**config.mk**
```make
export PLATFORM = sky130hd
export DESIGN_NAME = adc_error_threshold_compare
export DESIGN_NICKNAME = d
export VERILOG_FILES = /design/src/thr_cmp_pkg.sv /design/src/adc_error_threshold_compare.sv /design/src/thr_compare_core.sv
export SDC_FILE = /design/constraint.sdc
export NUM_CORES = 1
export LEC_CHECK = 0
export BUFFER_PORTS_ARGS = -buffer_cell sky130_fd_sc_hd__buf_4
export CORE_MARGIN = 2
export CORE_UTILIZATION = 50
export CTS_CLUSTER_DIAMETER = 30
export DETAILED_ROUTE_END_ITERATION = 16
export PLACE_DENSITY = 0.72
export SLEW_MARGIN = 40
export SYNTH_ARGS = -nofsm -noshare
export SYNTH_HDL_FRONTEND = slang
export SYNTH_SLANG_ARGS = --single-unit
```
**constraint.sdc**
```tcl
create_clock -name i_clk_sys -period 6.8 [get_ports i_clk_sys]
set_input_delay 1.02 -clock i_clk_sys [delete_from_list [all_inputs] [get_ports i_clk_sys]]
set_output_delay 1.02 -clock i_clk_sys [all_outputs]
set_load 0.01 [all_outputs]
```
**src/thr_cmp_pkg.sv**
```systemverilog
// Package: register map, field layouts and encodings of the threshold-compare stage
package thr_cmp_pkg;

  // ---------------------------------------------------------------
  // Register offsets (byte-wide registers on the plain port)
  // ---------------------------------------------------------------
  localparam logic [3:0] OFS_CALC_ERROR_HIGH = 4'h0;
  localparam logic [3:0] OFS_CALC_ERROR_LOW = 4'h1;
  localparam logic [3:0] OFS_LOWER_THRESHOLD_HIGH = 4'h2;
  localparam logic [3:0] OFS_LOWER_THRESHOLD_LOW = 4'h3;
  localparam logic [3:0] OFS_UPPER_THRESHOLD_HIGH = 4'h4;
  localparam logic [3:0] OFS_UPPER_THRESHOLD_LOW = 4'h5;
  localparam logic [3:0] OFS_CONVERTER_CONTROL_THIRD = 4'h6;
  localparam logic [3:0] OFS_CONVERTER_STATUS_REG = 4'h7;
  localparam logic [3:0] OFS_SETPOINT_HIGH = 4'h8;
  localparam logic [3:0] OFS_SETPOINT_LOW = 4'h9;

  // ---------------------------------------------------------------
  // Field positions
  // ---------------------------------------------------------------
  localparam int CALC_MODE_LSB = 4;
  localparam int THR_MODE_LSB = 0;
  localparam int ABOVE_UPPER_BIT = 6;
  localparam int BELOW_LOWER_BIT = 5;

  // ---------------------------------------------------------------
  // Reset values
  // ---------------------------------------------------------------
  localparam logic [15:0] RST_WORD = 16'h0000;
  localparam logic [7:0] RST_BYTE = 8'h00;
  localparam logic [7:0] UNMAPPED_READ = 8'h00;

  // ---------------------------------------------------------------
  // Calculation modes
  // ---------------------------------------------------------------
  typedef enum logic [2:0] {
    CALC_SAMPLE_MINUS_PREV = 3'h0,
    CALC_SAMPLE_MINUS_SETPOINT = 3'h1,
    CALC_FILTER_MINUS_SETPOINT = 3'h2,
    CALC_FILTER_MINUS_PREV = 3'h3,
    CALC_SAMPLE_RAW = 3'h4
  } calc_mode_e;

  // ---------------------------------------------------------------
  // Threshold interrupt modes
  // ---------------------------------------------------------------
  typedef enum logic [2:0] {
    TMD_NEVER = 3'h0,
    TMD_BELOW_LOWER = 3'h1,
    TMD_ABOVE_UPPER = 3'h2,
    TMD_INSIDE = 3'h3,
    TMD_OUTSIDE = 3'h4,
    TMD_NOT_BELOW_LOWER = 3'h5,
    TMD_NOT_ABOVE_UPPER = 3'h6,
    TMD_ALWAYS = 3'h7
  } thr_int_mode_e;

  // ---------------------------------------------------------------
  // Carriers
  // ---------------------------------------------------------------
  typedef struct packed {
    logic [3:0] addr;
    logic [7:0] wdata;
    logic wr;
    logic rd;
  } reg_req_s;

  typedef struct packed {
    logic valid;
    logic [15:0] sample;
    logic [15:0] filtered;
    logic [15:0] previous;
  } calc_in_s;

endpackage

```
**src/adc_error_threshold_compare.sv**
```systemverilog
// Top of the threshold-compare stage with its byte register file
//
// What this block does
// - Calculation error readable as two read-only bytes, high and low.
// - Calculation error formed as the calculation mode field selects.
// - Error compared with both thresholds; sets above and below status flags.
// - Threshold interrupt raised only when the interrupt mode selects the outcome.
// - Lower threshold writable as high and low bytes.
// - Upper threshold writable as high and low bytes.
//
// Chosen here: the address map and the plain strobed port.
`timescale 1ns/10ps
module adc_error_threshold_compare
  import thr_cmp_pkg::*;
#(
  parameter int WIDTH = 16
)
(
  // Clock and reset
  input wire logic i_clk_sys,
  input wire logic i_resetn,
  // Register port
  input wire thr_cmp_pkg::reg_req_s i_reg,
  output logic [7:0] o_rdata,
  // Conversion results from the converter
  input wire thr_cmp_pkg::calc_in_s i_calc,
  // Results
  output logic o_threshold_int,
  output logic o_above_upper_flag,
  output logic o_below_lower_flag,
  output logic o_calc_done
);

  logic [WIDTH-1:0] lower_threshold_q;
  logic [WIDTH-1:0] upper_threshold_q;
  logic [WIDTH-1:0] setpoint_q;
  logic [2:0] calc_mode_select_q;
  logic [2:0] threshold_int_mode_q;
  logic [WIDTH-1:0] calc_error_value;
  logic above_upper_flag;
  logic below_lower_flag;
  logic hit;
  logic done;
  logic [7:0] rdata_d;
  logic [7:0] status_byte;
  logic [7:0] control_byte;

  // ---------------------------------------------------------------
  // Threshold registers
  // ---------------------------------------------------------------
  always_ff @(posedge i_clk_sys)
  begin
    if (!i_resetn)
    begin
      lower_threshold_q <= WIDTH'(RST_WORD);
      upper_threshold_q <= WIDTH'(RST_WORD);
    end
    else if (i_reg.wr)
    begin
      case (i_reg.addr)
        OFS_LOWER_THRESHOLD_HIGH: lower_threshold_q[15:8] <= i_reg.wdata;
        OFS_LOWER_THRESHOLD_LOW: lower_threshold_q[7:0] <= i_reg.wdata;
        OFS_UPPER_THRESHOLD_HIGH: upper_threshold_q[15:8] <= i_reg.wdata;
        OFS_UPPER_THRESHOLD_LOW: upper_threshold_q[7:0] <= i_reg.wdata;
        default: ;
      endcase
    end
  end

  // ---------------------------------------------------------------
  // Control and setpoint registers
  // ---------------------------------------------------------------
  always_ff @(posedge i_clk_sys)
  begin
    if (!i_resetn)
    begin
      calc_mode_select_q <= RST_BYTE[2:0];
      threshold_int_mode_q <= RST_BYTE[2:0];
      setpoint_q <= WIDTH'(RST_WORD);
    end
    else if (i_reg.wr)
    begin
      case (i_reg.addr)
        OFS_CONVERTER_CONTROL_THIRD:
        begin
          calc_mode_select_q <= i_reg.wdata[CALC_MODE_LSB +: 3];
          threshold_int_mode_q <= i_reg.wdata[THR_MODE_LSB +: 3];
        end
        OFS_SETPOINT_HIGH: setpoint_q[15:8] <= i_reg.wdata;
        OFS_SETPOINT_LOW: setpoint_q[7:0] <= i_reg.wdata;
        default: ;
      endcase
    end
  end

  // ---------------------------------------------------------------
  // Datapath
  // ---------------------------------------------------------------
  thr_compare_core #(
    .WIDTH(WIDTH)
  ) u_core (
    .i_clk_sys(i_clk_sys),
    .i_resetn(i_resetn),
    .i_calc(i_calc),
    .i_calc_mode(calc_mode_select_q),
    .i_setpoint(setpoint_q),
    .i_lower(lower_threshold_q),
    .i_upper(upper_threshold_q),
    .i_tmd(threshold_int_mode_q),
    .o_error(calc_error_value),
    .o_above(above_upper_flag),
    .o_below(below_lower_flag),
    .o_int(hit),
    .o_done(done)
  );

  // ---------------------------------------------------------------
  // Read mux
  // ---------------------------------------------------------------
  always_comb
  begin
    status_byte = 8'h00;
    status_byte[ABOVE_UPPER_BIT] = above_upper_flag;
    status_byte[BELOW_LOWER_BIT] = below_lower_flag;
    control_byte = 8'h00;
    control_byte[CALC_MODE_LSB +: 3] = calc_mode_select_q;
    control_byte[THR_MODE_LSB +: 3] = threshold_int_mode_q;
    case (i_reg.addr)
      OFS_CALC_ERROR_HIGH: rdata_d = calc_error_value[15:8];
      OFS_CALC_ERROR_LOW: rdata_d = calc_error_value[7:0];
      OFS_LOWER_THRESHOLD_HIGH: rdata_d = lower_threshold_q[15:8];
      OFS_LOWER_THRESHOLD_LOW: rdata_d = lower_threshold_q[7:0];
      OFS_UPPER_THRESHOLD_HIGH: rdata_d = upper_threshold_q[15:8];
      OFS_UPPER_THRESHOLD_LOW: rdata_d = upper_threshold_q[7:0];
      OFS_CONVERTER_CONTROL_THIRD: rdata_d = control_byte;
      OFS_CONVERTER_STATUS_REG: rdata_d = status_byte;
      OFS_SETPOINT_HIGH: rdata_d = setpoint_q[15:8];
      OFS_SETPOINT_LOW: rdata_d = setpoint_q[7:0];
      default: rdata_d = UNMAPPED_READ;
    endcase
  end

  always_ff @(posedge i_clk_sys)
  begin
    if (!i_resetn)
    begin
      o_rdata <= RST_BYTE;
    end
    else if (i_reg.rd)
    begin
      o_rdata <= rdata_d;
    end
    else
    begin
      o_rdata <= RST_BYTE;
    end
  end

  // ---------------------------------------------------------------
  // Output registers
  // ---------------------------------------------------------------
  always_ff @(posedge i_clk_sys)
  begin
    if (!i_resetn)
    begin
      o_threshold_int <= 1'b0;
      o_above_upper_flag <= 1'b0;
      o_below_lower_flag <= 1'b0;
      o_calc_done <= 1'b0;
    end
    else
    begin
      o_threshold_int <= hit;
      o_above_upper_flag <= above_upper_flag;
      o_below_lower_flag <= below_lower_flag;
      o_calc_done <= done;
    end
  end

endmodule // adc_error_threshold_compare

```
**src/thr_compare_core.sv**
```systemverilog
// Calculation error and threshold comparison datapath
`timescale 1ns/10ps
module thr_compare_core
  import thr_cmp_pkg::*;
#(
  parameter int WIDTH = 16
)
(
  // Clock and reset
  input wire logic i_clk_sys,
  input wire logic i_resetn,
  // Operands
  input wire thr_cmp_pkg::calc_in_s i_calc,
  input wire logic [2:0] i_calc_mode,
  input wire logic [WIDTH-1:0] i_setpoint,
  input wire logic [WIDTH-1:0] i_lower,
  input wire logic [WIDTH-1:0] i_upper,
  input wire logic [2:0] i_tmd,
  // Results
  output logic [WIDTH-1:0] o_error,
  output logic o_above,
  output logic o_below,
  output logic o_int,
  output logic o_done
);

  logic [WIDTH-1:0] error_d;
  logic [WIDTH-1:0] error_q;
  logic above_d;
  logic below_d;
  logic hit_d;

  // ---------------------------------------------------------------
  // Error selection
  // ---------------------------------------------------------------
  always_comb
  begin
    case (calc_mode_e'(i_calc_mode))
      CALC_SAMPLE_MINUS_PREV: error_d = i_calc.sample - i_calc.previous;
      CALC_SAMPLE_MINUS_SETPOINT: error_d = i_calc.sample - i_setpoint;
      CALC_FILTER_MINUS_SETPOINT: error_d = i_calc.filtered - i_setpoint;
      CALC_FILTER_MINUS_PREV: error_d = i_calc.filtered - i_calc.previous;
      CALC_SAMPLE_RAW: error_d = i_calc.sample;
      default: error_d = i_calc.sample;
    endcase
  end

  // ---------------------------------------------------------------
  // Signed compare and interrupt selection
  // ---------------------------------------------------------------
  always_comb
  begin
    above_d = $signed(error_d) > $signed(i_upper);
    below_d = $signed(error_d) < $signed(i_lower);
    case (thr_int_mode_e'(i_tmd))
      TMD_NEVER: hit_d = 1'b0;
      TMD_BELOW_LOWER: hit_d = below_d;
      TMD_ABOVE_UPPER: hit_d = above_d;
      TMD_INSIDE: hit_d = !below_d && !above_d;
      TMD_OUTSIDE: hit_d = below_d || above_d;
      TMD_NOT_BELOW_LOWER: hit_d = !below_d;
      TMD_NOT_ABOVE_UPPER: hit_d = !above_d;
      TMD_ALWAYS: hit_d = 1'b1;
      default: hit_d = 1'b0;
    endcase
  end

  // ---------------------------------------------------------------
  // Result registers
  // ---------------------------------------------------------------
  always_ff @(posedge i_clk_sys)
  begin
    if (!i_resetn)
    begin
      error_q <= WIDTH'(RST_WORD);
      o_above <= 1'b0;
      o_below <= 1'b0;
    end
    else if (i_calc.valid)
    begin
      error_q <= error_d;
      o_above <= above_d;
      o_below <= below_d;
    end
  end

  always_ff @(posedge i_clk_sys)
  begin
    if (!i_resetn)
    begin
      o_int <= 1'b0;
      o_done <= 1'b0;
    end
    else
    begin
      o_int <= i_calc.valid && hit_d;
      o_done <= i_calc.valid;
    end
  end

  assign o_error = error_q;

endmodule // thr_compare_core

```
After elaboration in Yosys (flattened, before gate mapping)
Cells that the tools add are included.
{ "word_totals": {"register_bits": 86, "input_bits": 65, "output_inout_bits": 12, "elab_cells": 62} }
{ "op_classes": {"add_sub_neg": 4, "magnitude_cmp": 2, "n_eq_ne": 19, "mux": 3, "n_reduce_logical": 16} }
{ "op_table": {"columns": ["operator", "count"], "rows": [
  ["8-bit case mux with 10 select lines", 1],
  ["16-bit case mux with 4 select lines", 1],
  ["16-bit subtractor", 4],
  ["4-bit by 3-bit == test with 1-bit output, second input constant", 4],
  ["16-bit greater-than comparator", 1],
  ["16-bit less-than comparator", 1],
  ["2-bit AND reduction", 8],
  ["3-bit by 2-bit == test with 1-bit output, second input constant", 4],
  ["3-bit == test, second input constant", 4],
  ["4-bit by 2-bit == test with 1-bit output, second input constant", 2],
  ["4-bit == test, second input constant", 2],
  ["1-bit case mux with 8 select lines", 1],
  ["3-bit by 1-bit == test with 1-bit output, second input constant", 2],
  ["3-bit zero test", 2],
  ["4-bit by 1-bit == test with 1-bit output, second input constant", 1],
  ["4-bit zero test", 1],
  ["1-bit logical AND", 2],
  ["1-bit zero test", 2],
  ["1-bit logical OR", 1]
]} }

Depth between registers and ports, before layout
Gate-level depths: netlist (run 1).
{ "logic_depth": {"depth_word": 7, "depth_mapped": 22, "ltp_nobuf": 22} }

Hierarchy
Synthesis (run 1) repeated with hierarchy kept, for this count alone.
{ "unflattened": {"hier_cells": 802, "hier_area_um2": 7008.0} }
{ "modules_own_cells": {"columns": ["module", "n_inst", "cells_per_inst", "area_per_inst_um2", "seq_area_each_um2"], "rows": [
  ["thr_compare_core", 1, 489, 3832.4, 400.4],
  ["adc_error_threshold_compare", 1, 313, 3175.5, 1321.3]
]} }

Worst setup path after synthesis (run 1)
OpenSTA, ideal clock, no wires.
{ "synth_timing": {"path_kind": "flip-flop to flip-flop", "startpoint": "register calc_mode_select_q[1]", "endpoint": "register u_core.o_int", "setup_ns": 0.123, "t_arrival_ns": 4.670, "setup_slack_ns": 2.007, "path_stages_with_launch": 23, "n_path_buf": 0, "period_less_slack_ns": 4.793, "path_cell_list": "dfxtp_1 -> inv_2 -> nor2_2 -> nand2_1 -> mux2_2 -> ha_1 -> inv_1 -> fa_1 -> a211o_1 -> a21oi_2 -> a211oi_1 -> nor4_1 -> nor4_1 -> or2_1 -> o22a_1 -> ha_1 -> and4_1 -> nand2_1 -> a211o_1 -> and4_1 -> o311ai_0 -> o211a_1 -> a21oi_1"} }
{ "synth_via": {"elab_chain_cells": 7} }
{ "synth_lines": {"columns": ["element", "line_no", "source"], "rows": [
  ["from (decl)", "adc_error_threshold_compare.sv:37", "logic [2:0] calc_mode_select_q;"],
  ["from (signal assigned)", "adc_error_threshold_compare.sv:77", "calc_mode_select_q <= RST_BYTE[2:0];"],
  ["from (signal assigned)", "adc_error_threshold_compare.sv:86", "calc_mode_select_q <= i_reg.wdata[CALC_MODE_LSB +: 3];"],
  ["3-bit by 2-bit == test with 1-bit output, or another cell as far along", "thr_compare_core.sv:38", "case (calc_mode_e'(i_calc_mode))"],
  ["16-bit case mux with 4 select lines (*)", "thr_compare_core.sv:38", null],
  ["net u_core.error_d[12]", "thr_compare_core.sv:27", "logic [WIDTH-1:0] error_d;"],
  ["16-bit less-than comparator or 16-bit greater-than comparator (tied branches)", "thr_compare_core.sv:54, thr_compare_core.sv:53", null],
  ["1-bit zero test (on tied branches)", "thr_compare_core.sv:59, thr_compare_core.sv:61, thr_compare_core.sv:62", null],
  ["1-bit logical AND", "thr_compare_core.sv:59", "TMD_INSIDE: hit_d = !below_d && !above_d;"],
  ["1-bit case mux with 8 select lines (*)", "thr_compare_core.sv:55", "case (thr_int_mode_e'(i_tmd))"],
  ["1-bit logical AND (*)", "thr_compare_core.sv:96", "o_int <= i_calc.valid && hit_d;"],
  ["to (signal assigned)", "thr_compare_core.sv:96", null],
  ["to (decl)", "thr_compare_core.sv:23", "output logic o_int,"]
]} }
Mark *: on every way through the listed nets, which the timed path passes. The rest lies on a longest branch.
A chain may end at the register's enable or synchronous reset.

Final worst setup path (run 1)
{ "layout_timing": {"startpoint": "register calc_mode_select_q[2]", "endpoint": "register u_core.o_int"} }
The elaborated chain is that of the path after synthesis.

==> results of run 1 <==
-- critical path: stages (launching register included) --
cell      delay, ps
dfxtp_1         460
nor2_2          420
nand2_1         270
mux2_2          280
ha_1            150
inv_1            50
fa_1            420
a211o_1         320
a21oi_2         330
a211oi_1        130
nor4_1          270
nor4_1          130
or2_1           230
o22a_1          190
ha_1            270
and4_1          220
nand2_1          90
a211o_1         300
and4_1          210
o311ai_0        300
o211a_1         210
a21oi_1          60
-- power by group --
| group | switching [mW] | internal, mW | total (mW) |
|---|---|---|---|
| clock | 0.202 | 0.340 | 0.542 |
| combinational | 0.244 | 0.177 | 0.421 |
| sequential | 0.0134 | 0.522 | 0.536 |
-- cells by family (layout without fill, tap and decap cells) --
kind of cell	Yosys count	count (layout)	share of synthesized area (%)
buffers and inverters	87	143	5.620
multiplexers	99	99	14.49
AO/OA/AOI/OAI	192	192	20.09
AND/OR/NAND/NOR	295	295	21.07
flip-flops	86	86	24.95
XOR/XNOR	17	17	2.157
adder cells (fa/ha/maj)	63	63	11.64
-- synthesized netlist by cell type, drive strengths merged (11+ instances only) --
cell | n | share of area [%]
nor2b | 18 | 1.6
ha | 61 | 11
nand3 | 42 | 3.0
nand2 | 64 | 3.5
a211oi | 13 | 1.4
a21oi | 60 | 4.5
nor2 | 91 | 5.1
buf | 11 | 1.0
nor3 | 15 | 1.2
mux2i | 92 | 13
clkbuf | 29 | 2.1
dfxtp | 86 | 25
inv | 45 | 2.4
o21ai | 28 | 2.1
-- placed cells by master, fill, tap and decap left out, types with 9 or more instances in the layout --
cell,count
a211oi_1,13
a21oi_1,57
buf_4,81
clkbuf_16,9
dfxtp_1,86
ha_1,61
inv_1,43
mux2i_1,92
nand2_1,64
nand2b_1,9
nand3_1,42
nor2_1,87
nor2b_1,18
nor3_1,14
o21a_1,10
o21ai_0,23
xnor2_1,10
-- through the flow --
step	power (mW)	util, %	cells	instance area (um2)	setup WS, ps
after floorplan	0.8321	-	839	6902	2007
final	1.499	58.77	1071	7845	1340
after global routing	1.573	58.77	1071	7845	879.9
after global placement	0.9486	56.33	1056	7518	1615
after CTS	1.496	58.76	1071	7843	1449
after detailed placement	0.9570	56.33	1056	7518	1448
-- per-layer routing --
layer / wire (um) / track usage [%] / vias to the layer above
met5: 0 / 0 / -
met4: 637 / 9.411 / 0
met3: 1396 / 6.861 / 52
met2: 9669 / 46.70 / 247
met1: 9203 / 37.68 / 3149
li1: - / - / 3169
-- layout make-up --
type | count | share of cell area, %
Inverter | 47 | 2.249
Clock inverter | 3 | 0.8612
Timing Repair Buffer | 81 | 7.751
Multi-Input combinational cell | 666 | 61.12
Tap cell | 176 | 2.807
Sequential cell | 86 | 21.95
Clock buffer | 12 | 3.270
-- path summary, 6_finish.rpt --
check	endpoint
hold / removal	o_calc_done
setup / recovery	u_core.o_int
hold reg to reg	o_calc_done
setup reg to reg	u_core.o_int
-- registers in the layout, indices dropped and copies added, names as in the netlist, 3 cells and up --
register / flops
calc_mode_select_q: 3
lower_threshold_q: 16
o_rdata: 8
setpoint_q: 16
threshold_int_mode_q: 3
u_core.o_error: 16
upper_threshold_q: 16
==> flow_metrics.tcl, run 1 <==
set metrics [dict create \
    status "completed" \
    startpoint "calc_mode_select_q[2]" \
    ant_nets 0 \
    final_layout_size_suffix_gt1_share_pct 14.19 \
    startpoint_type "flop" \
    slew_headroom_pct 52.98 \
    r2r_start "calc_mode_select_q[2]" \
    wl_um 20910 \
    postCtsHoldBufs 0 \
    final_nets 1019 \
    grt_max_degree 61 \
    grt_usage_pct 28.81 \
    grt_pass1_vias 6163 \
    hold_depth 1 \
    rows 42 \
    period_share_pct 80.29 \
    port_buffers 76 \
    post_cts_resize_count 0 \
    multi_input_area_um2 4795 \
    slew_viol_final 0 \
    yosys_warnings 0 \
    cts-htree-levels 3 \
    reg2reg_depth 21 \
    crit_arrival_ps 5680 \
    cts.path.max_buffers 2 \
    grt_antenna_before_repair 0 \
    area_delta_synth_final_pct 13.67 \
    synth_seq_cells 86 \
    clk_pin_slew_ps 70 \
    tightestPinTransition_ps 703.9 \
    die_h_um 121.5 \
    overflow 0 \
    critPathRequiredTime_ps 7020 \
    cts-root-buf "clkbuf_16" \
    fmax_ghz 0.1832 \
    diodes 0 \
    die_x_um 121.5 \
    synth.distinct_cells 84 \
    dp_hpwl_um 16120 \
    grt_pass1_wl_um 32780 \
    whs_ps 433.4 \
    numClockSinks 86 \
    cap_viol_max_count 0 \
    coreArea_um2 13350 \
    place_congestion 0.9232 \
    syn_area_um2 6902 \
    cp-end-kind "flop" \
    ir_drop_mv 0.1066 \
    clk_latency_ps 350 \
    synth_fp_nets 967 \
    worst-path-max-fanout 14 \
    drc_errors 0 \
    dr.pass1.iters 5 \
    rsz0062_at_grt "false" \
    skew_ps 9.334 \
    powerDensity_nw_per_um2 191.1 \
    ff2ff_setup_slack_ps 1340 \
    boundaryPins 77 \
    async_flop_share_pct 0 \
    vias_per_cell 6.178 \
    wl_per_cell_um 19.52 \
    cts_tree "done" \
    syn_inst 839 \
    path_class "reg -> reg" \
    dieArea_um2 14760 \
    period_needed_ps 5460 \
    dr_total_vias 6617 \
    fin_tns_setup_ps 0 \
    initialDrtViolationCount 676 \
    start_util_pct 51.71 \
    worstHoldStart "u_core.o_done" \
    numCtsBuffers 9 \
    post_cts_buffers 0 \
    hold_path_class "reg -> reg" \
    seq_area_um2 1722 \
    synth-seq-area-share_pct 24.95 \
    setup_viol 0 \
    hold_violations 0 \
    syn_avg_cell_area_um2 8.226 \
    fill_cells 1282 \
    synth_flop_cell "dfxtp_1" \
    p_leak_nw 3.198 \
    synth_edf_count 0 \
]
(Power assumes the default switching activity.)
==> inputs of run 2 (changes only) <==
--- a/config.mk
+++ b/config.mk
@@ -5,12 +5,13 @@
 export SDC_FILE = /design/constraint.sdc
 export NUM_CORES = 1
 export LEC_CHECK = 0
+export ABC_AREA = 1
 export BUFFER_PORTS_ARGS = -buffer_cell sky130_fd_sc_hd__buf_4
 export CORE_MARGIN = 2
 export CORE_UTILIZATION = 50
 export CTS_CLUSTER_DIAMETER = 30
 export DETAILED_ROUTE_END_ITERATION = 16
-export PLACE_DENSITY = 0.72
+export PLACE_DENSITY = 0.75
 export SLEW_MARGIN = 40
 export SYNTH_ARGS = -nofsm -noshare
 export SYNTH_HDL_FRONTEND = slang
==> constraint.sdc (replaced) <==
create_clock -name i_clk_sys -period 4.4 [get_ports i_clk_sys]
set_input_delay 0.66 -clock i_clk_sys [delete_from_list [all_inputs] [get_ports i_clk_sys]]
set_output_delay 0.66 -clock i_clk_sys [all_outputs]
set_load 0.01 [all_outputs]
==> run 2 against run 1 <==
Core utilization up 3.2 points. Synthesized cell count up 11%. Critical path type unchanged. Global-route usage up 1.9 points. Final cell count up 10%. Highest routed layer unchanged. Largest power group unchanged. Final area down 4.3%. Non-clock buffer count up 12.
==> flow_metrics.tcl, run 2 <==
set metrics [dict create \
    hold_path_class "reg -> reg" \
    fin_tns_setup_ps 0 \
    top_usage_layer "met2" \
    cp-end-kind "flop" \
    syn_area_um2 6238 \
    synth_edf_count 0 \
    slowest_delay_ps 370 \
    cap_viol_max_count 0 \
    drc_errors 0 \
    grt_pass1_wl_um 31350 \
    crit_arrival_ps 4360 \
    place_congestion 1.009 \
    dieArea_um2 13390 \
    initialDrtViolationCount 760 \
    period_share_pct 93.75 \
    wl_um 20660 \
    yosysTopAreaCell "dfxtp_1" \
    coreArea_um2 12110 \
    synth-seq-area-share_pct 27.60 \
    async_flop_share_pct 0 \
    synth_seq_cells 86 \
    numClockSinks 86 \
    cts.path.max_buffers 2 \
    cts-htree-levels 3 \
    critPathRequiredTime_ps 4640 \
    synth_fp_nets 1058 \
    overflow 0 \
    yosysTopAreaCellShare_pct 27.60 \
    dpl_worst_slack_ps 6.008 \
    area_delta_synth_final_pct 20.36 \
    final_cell_mix "nand2_1, inv_1, a21oi_1, o21ai_0, buf_4" \
    dp_hpwl_um 16080 \
    numCtsBuffers 9 \
    die_h_um 115.7 \
    path_class "reg -> reg" \
    syn_avg_cell_area_um2 6.708 \
    globalRouteMet1Util_pct 44.84 \
    postCtsHoldBufs 0 \
    setup_viol 0 \
    grtUsageMet2_pct 45.93 \
    grt_pass1_vias 5937 \
    diodes 0 \
    port_buffers 76 \
    vias_per_cell 5.696 \
    skew_ps 6.909 \
    clk_pin_slew_ps 70 \
    cts_tree "done" \
    cts-root-buf "clkbuf_16" \
    start_util_pct 51.51 \
    grt_max_degree 70 \
    boundaryPins 77 \
    crit_path_top_delay_cell "ha_1" \
    fin_ws_ps 275.2 \
    wl_per_cell_um 17.52 \
    stdcell_area_um2 7508 \
    pwr-share-seq_pct 35.3 \
    final_nets 1134 \
    clk_latency_ps 340 \
    syn_inst 930 \
    synth_flop_cell "dfxtp_1" \
    ir_drop_mv 0.2394 \
    swShare_pct 32.13 \
    period_needed_ps 4125 \
    power_switching_mw 0.7547 \
    slew_headroom_pct 38.68 \
    fmax_ghz 0.2424 \
    crit_top_cell "nand2_1" \
    dr_total_vias 6715 \
    final_layout_size_suffix_gt1_share_pct 16.72 \
    status "completed" \
    grt_antenna_before_repair 0 \
    p_leak_nw 3.370 \
    use_met3_pct 6.485 \
    die_x_um 115.7 \
    yosys_warnings 0 \
    dr.pass1.iters 5 \
    yosys-top-cells-count "nand2_1, inv_1, a21oi_1" \
    p_comb_share_pct 29.3 \
    ant_nets 0 \
    placed_area_um2 6980 \
    mostFrequentLayoutCell "nand2_1" \
    synth.distinct_cells 45 \
    finish.utilization_pct 61.99 \
    hold_violations 0 \
    yosys-top-cells-area "dfxtp_1, ha_1, a21oi_1, nand2_1, o21ai_0" \
    p_int_mw 1.594 \
    tightestPinTransition_ps 896.7 \
    clockPowerShare_pct 35.4 \
    yosysMostFrequentCell "nand2_1" \
    slew_viol_final 0 \
    worst-path-max-fanout 25 \
    grt_usage_pct 30.74 \
    rows 40 \
    startpoint_type "flop" \
    powerDensity_nw_per_um2 312.8 \
]
run 2: layout make-up:
class | instances | area, um2
Fill cell | 1189 | 4603
Multi-Input combinational cell | 680 | 4024
Sequential cell | 86 | 1725
Timing Repair Buffer | 93 | 713.2
Inverter | 136 | 510.5
Clock buffer | 11 | 242.7
Tap cell | 168 | 210.2
Clock inverter | 5 | 82.58
run 2: cell families after synthesis:
| logic type | count (synthesis) | synth area share, % |
|---|---|---|
| and+or+nand+nor | 314 | 22.66 |
| AOI/OAI and AO/OA | 296 | 25.89 |
| buffers and inverters | 164 | 9.988 |
| DFF | 86 | 27.60 |
| adders and majority gates | 63 | 12.88 |
| xor gates and xnor gates | 7 | 0.9828 |
run 2: layer usage:
metal	part of all wire, %	up-vias
met5	0	-
met4	2.7	0
met3	9.6	39
met2	42	301
met1	45	3039
li1	-	3336
run 2: stage by stage:
stage | power [mW] | hold slack [ps] | std cells
5_1_grt | 2.460 | 452.2 | 1179
4_1_cts | 2.294 | 415.4 | 1171
6_report | 2.349 | 419.7 | 1179
2_1_floorplan | 1.265 | 390.5 | 930
3_5_place_dp | 1.473 | 403.0 | 1155
3_3_place_gp | 1.469 | 398.9 | 1155
run 2: path summary, 6_finish.rpt:
path	to	cells after the start	from	slack (ps)
max	u_core.o_int	27	calc_mode_select_q[2]	280
min	o_calc_done	2	u_core.o_done	420
max reg2reg	u_core.o_int	27	calc_mode_select_q[2]	280
min reg2reg	o_calc_done	2	u_core.o_done	420
run 2: repair_timing:
action,4_1_cts,5_1_grt
endpoints found under the setup margin,1,2
gates resized for setup,1,40
endpoints found under the hold margin,0,0
pin swaps,0,11
setup buffers,0,8
run 2: critical path, delay by kind of cell (launching register included):
family / cells / cell delay, ps
compound gates: 8 / 1180
fa+ha+maj: 2 / 660
buf+inv: 3 / 390
flops: 1 / 330
simple gates: 14 / 1440
run 2: power groups by stage:
stage	clock (mW)	sequential, mW	combinational, mW
floorplan	0	0.840	0.425
global placement	0	0.846	0.623
detailed placement	0	0.846	0.627
CTS	0.834	0.829	0.632
global route	0.863	0.831	0.765
finish	0.831	0.829	0.688
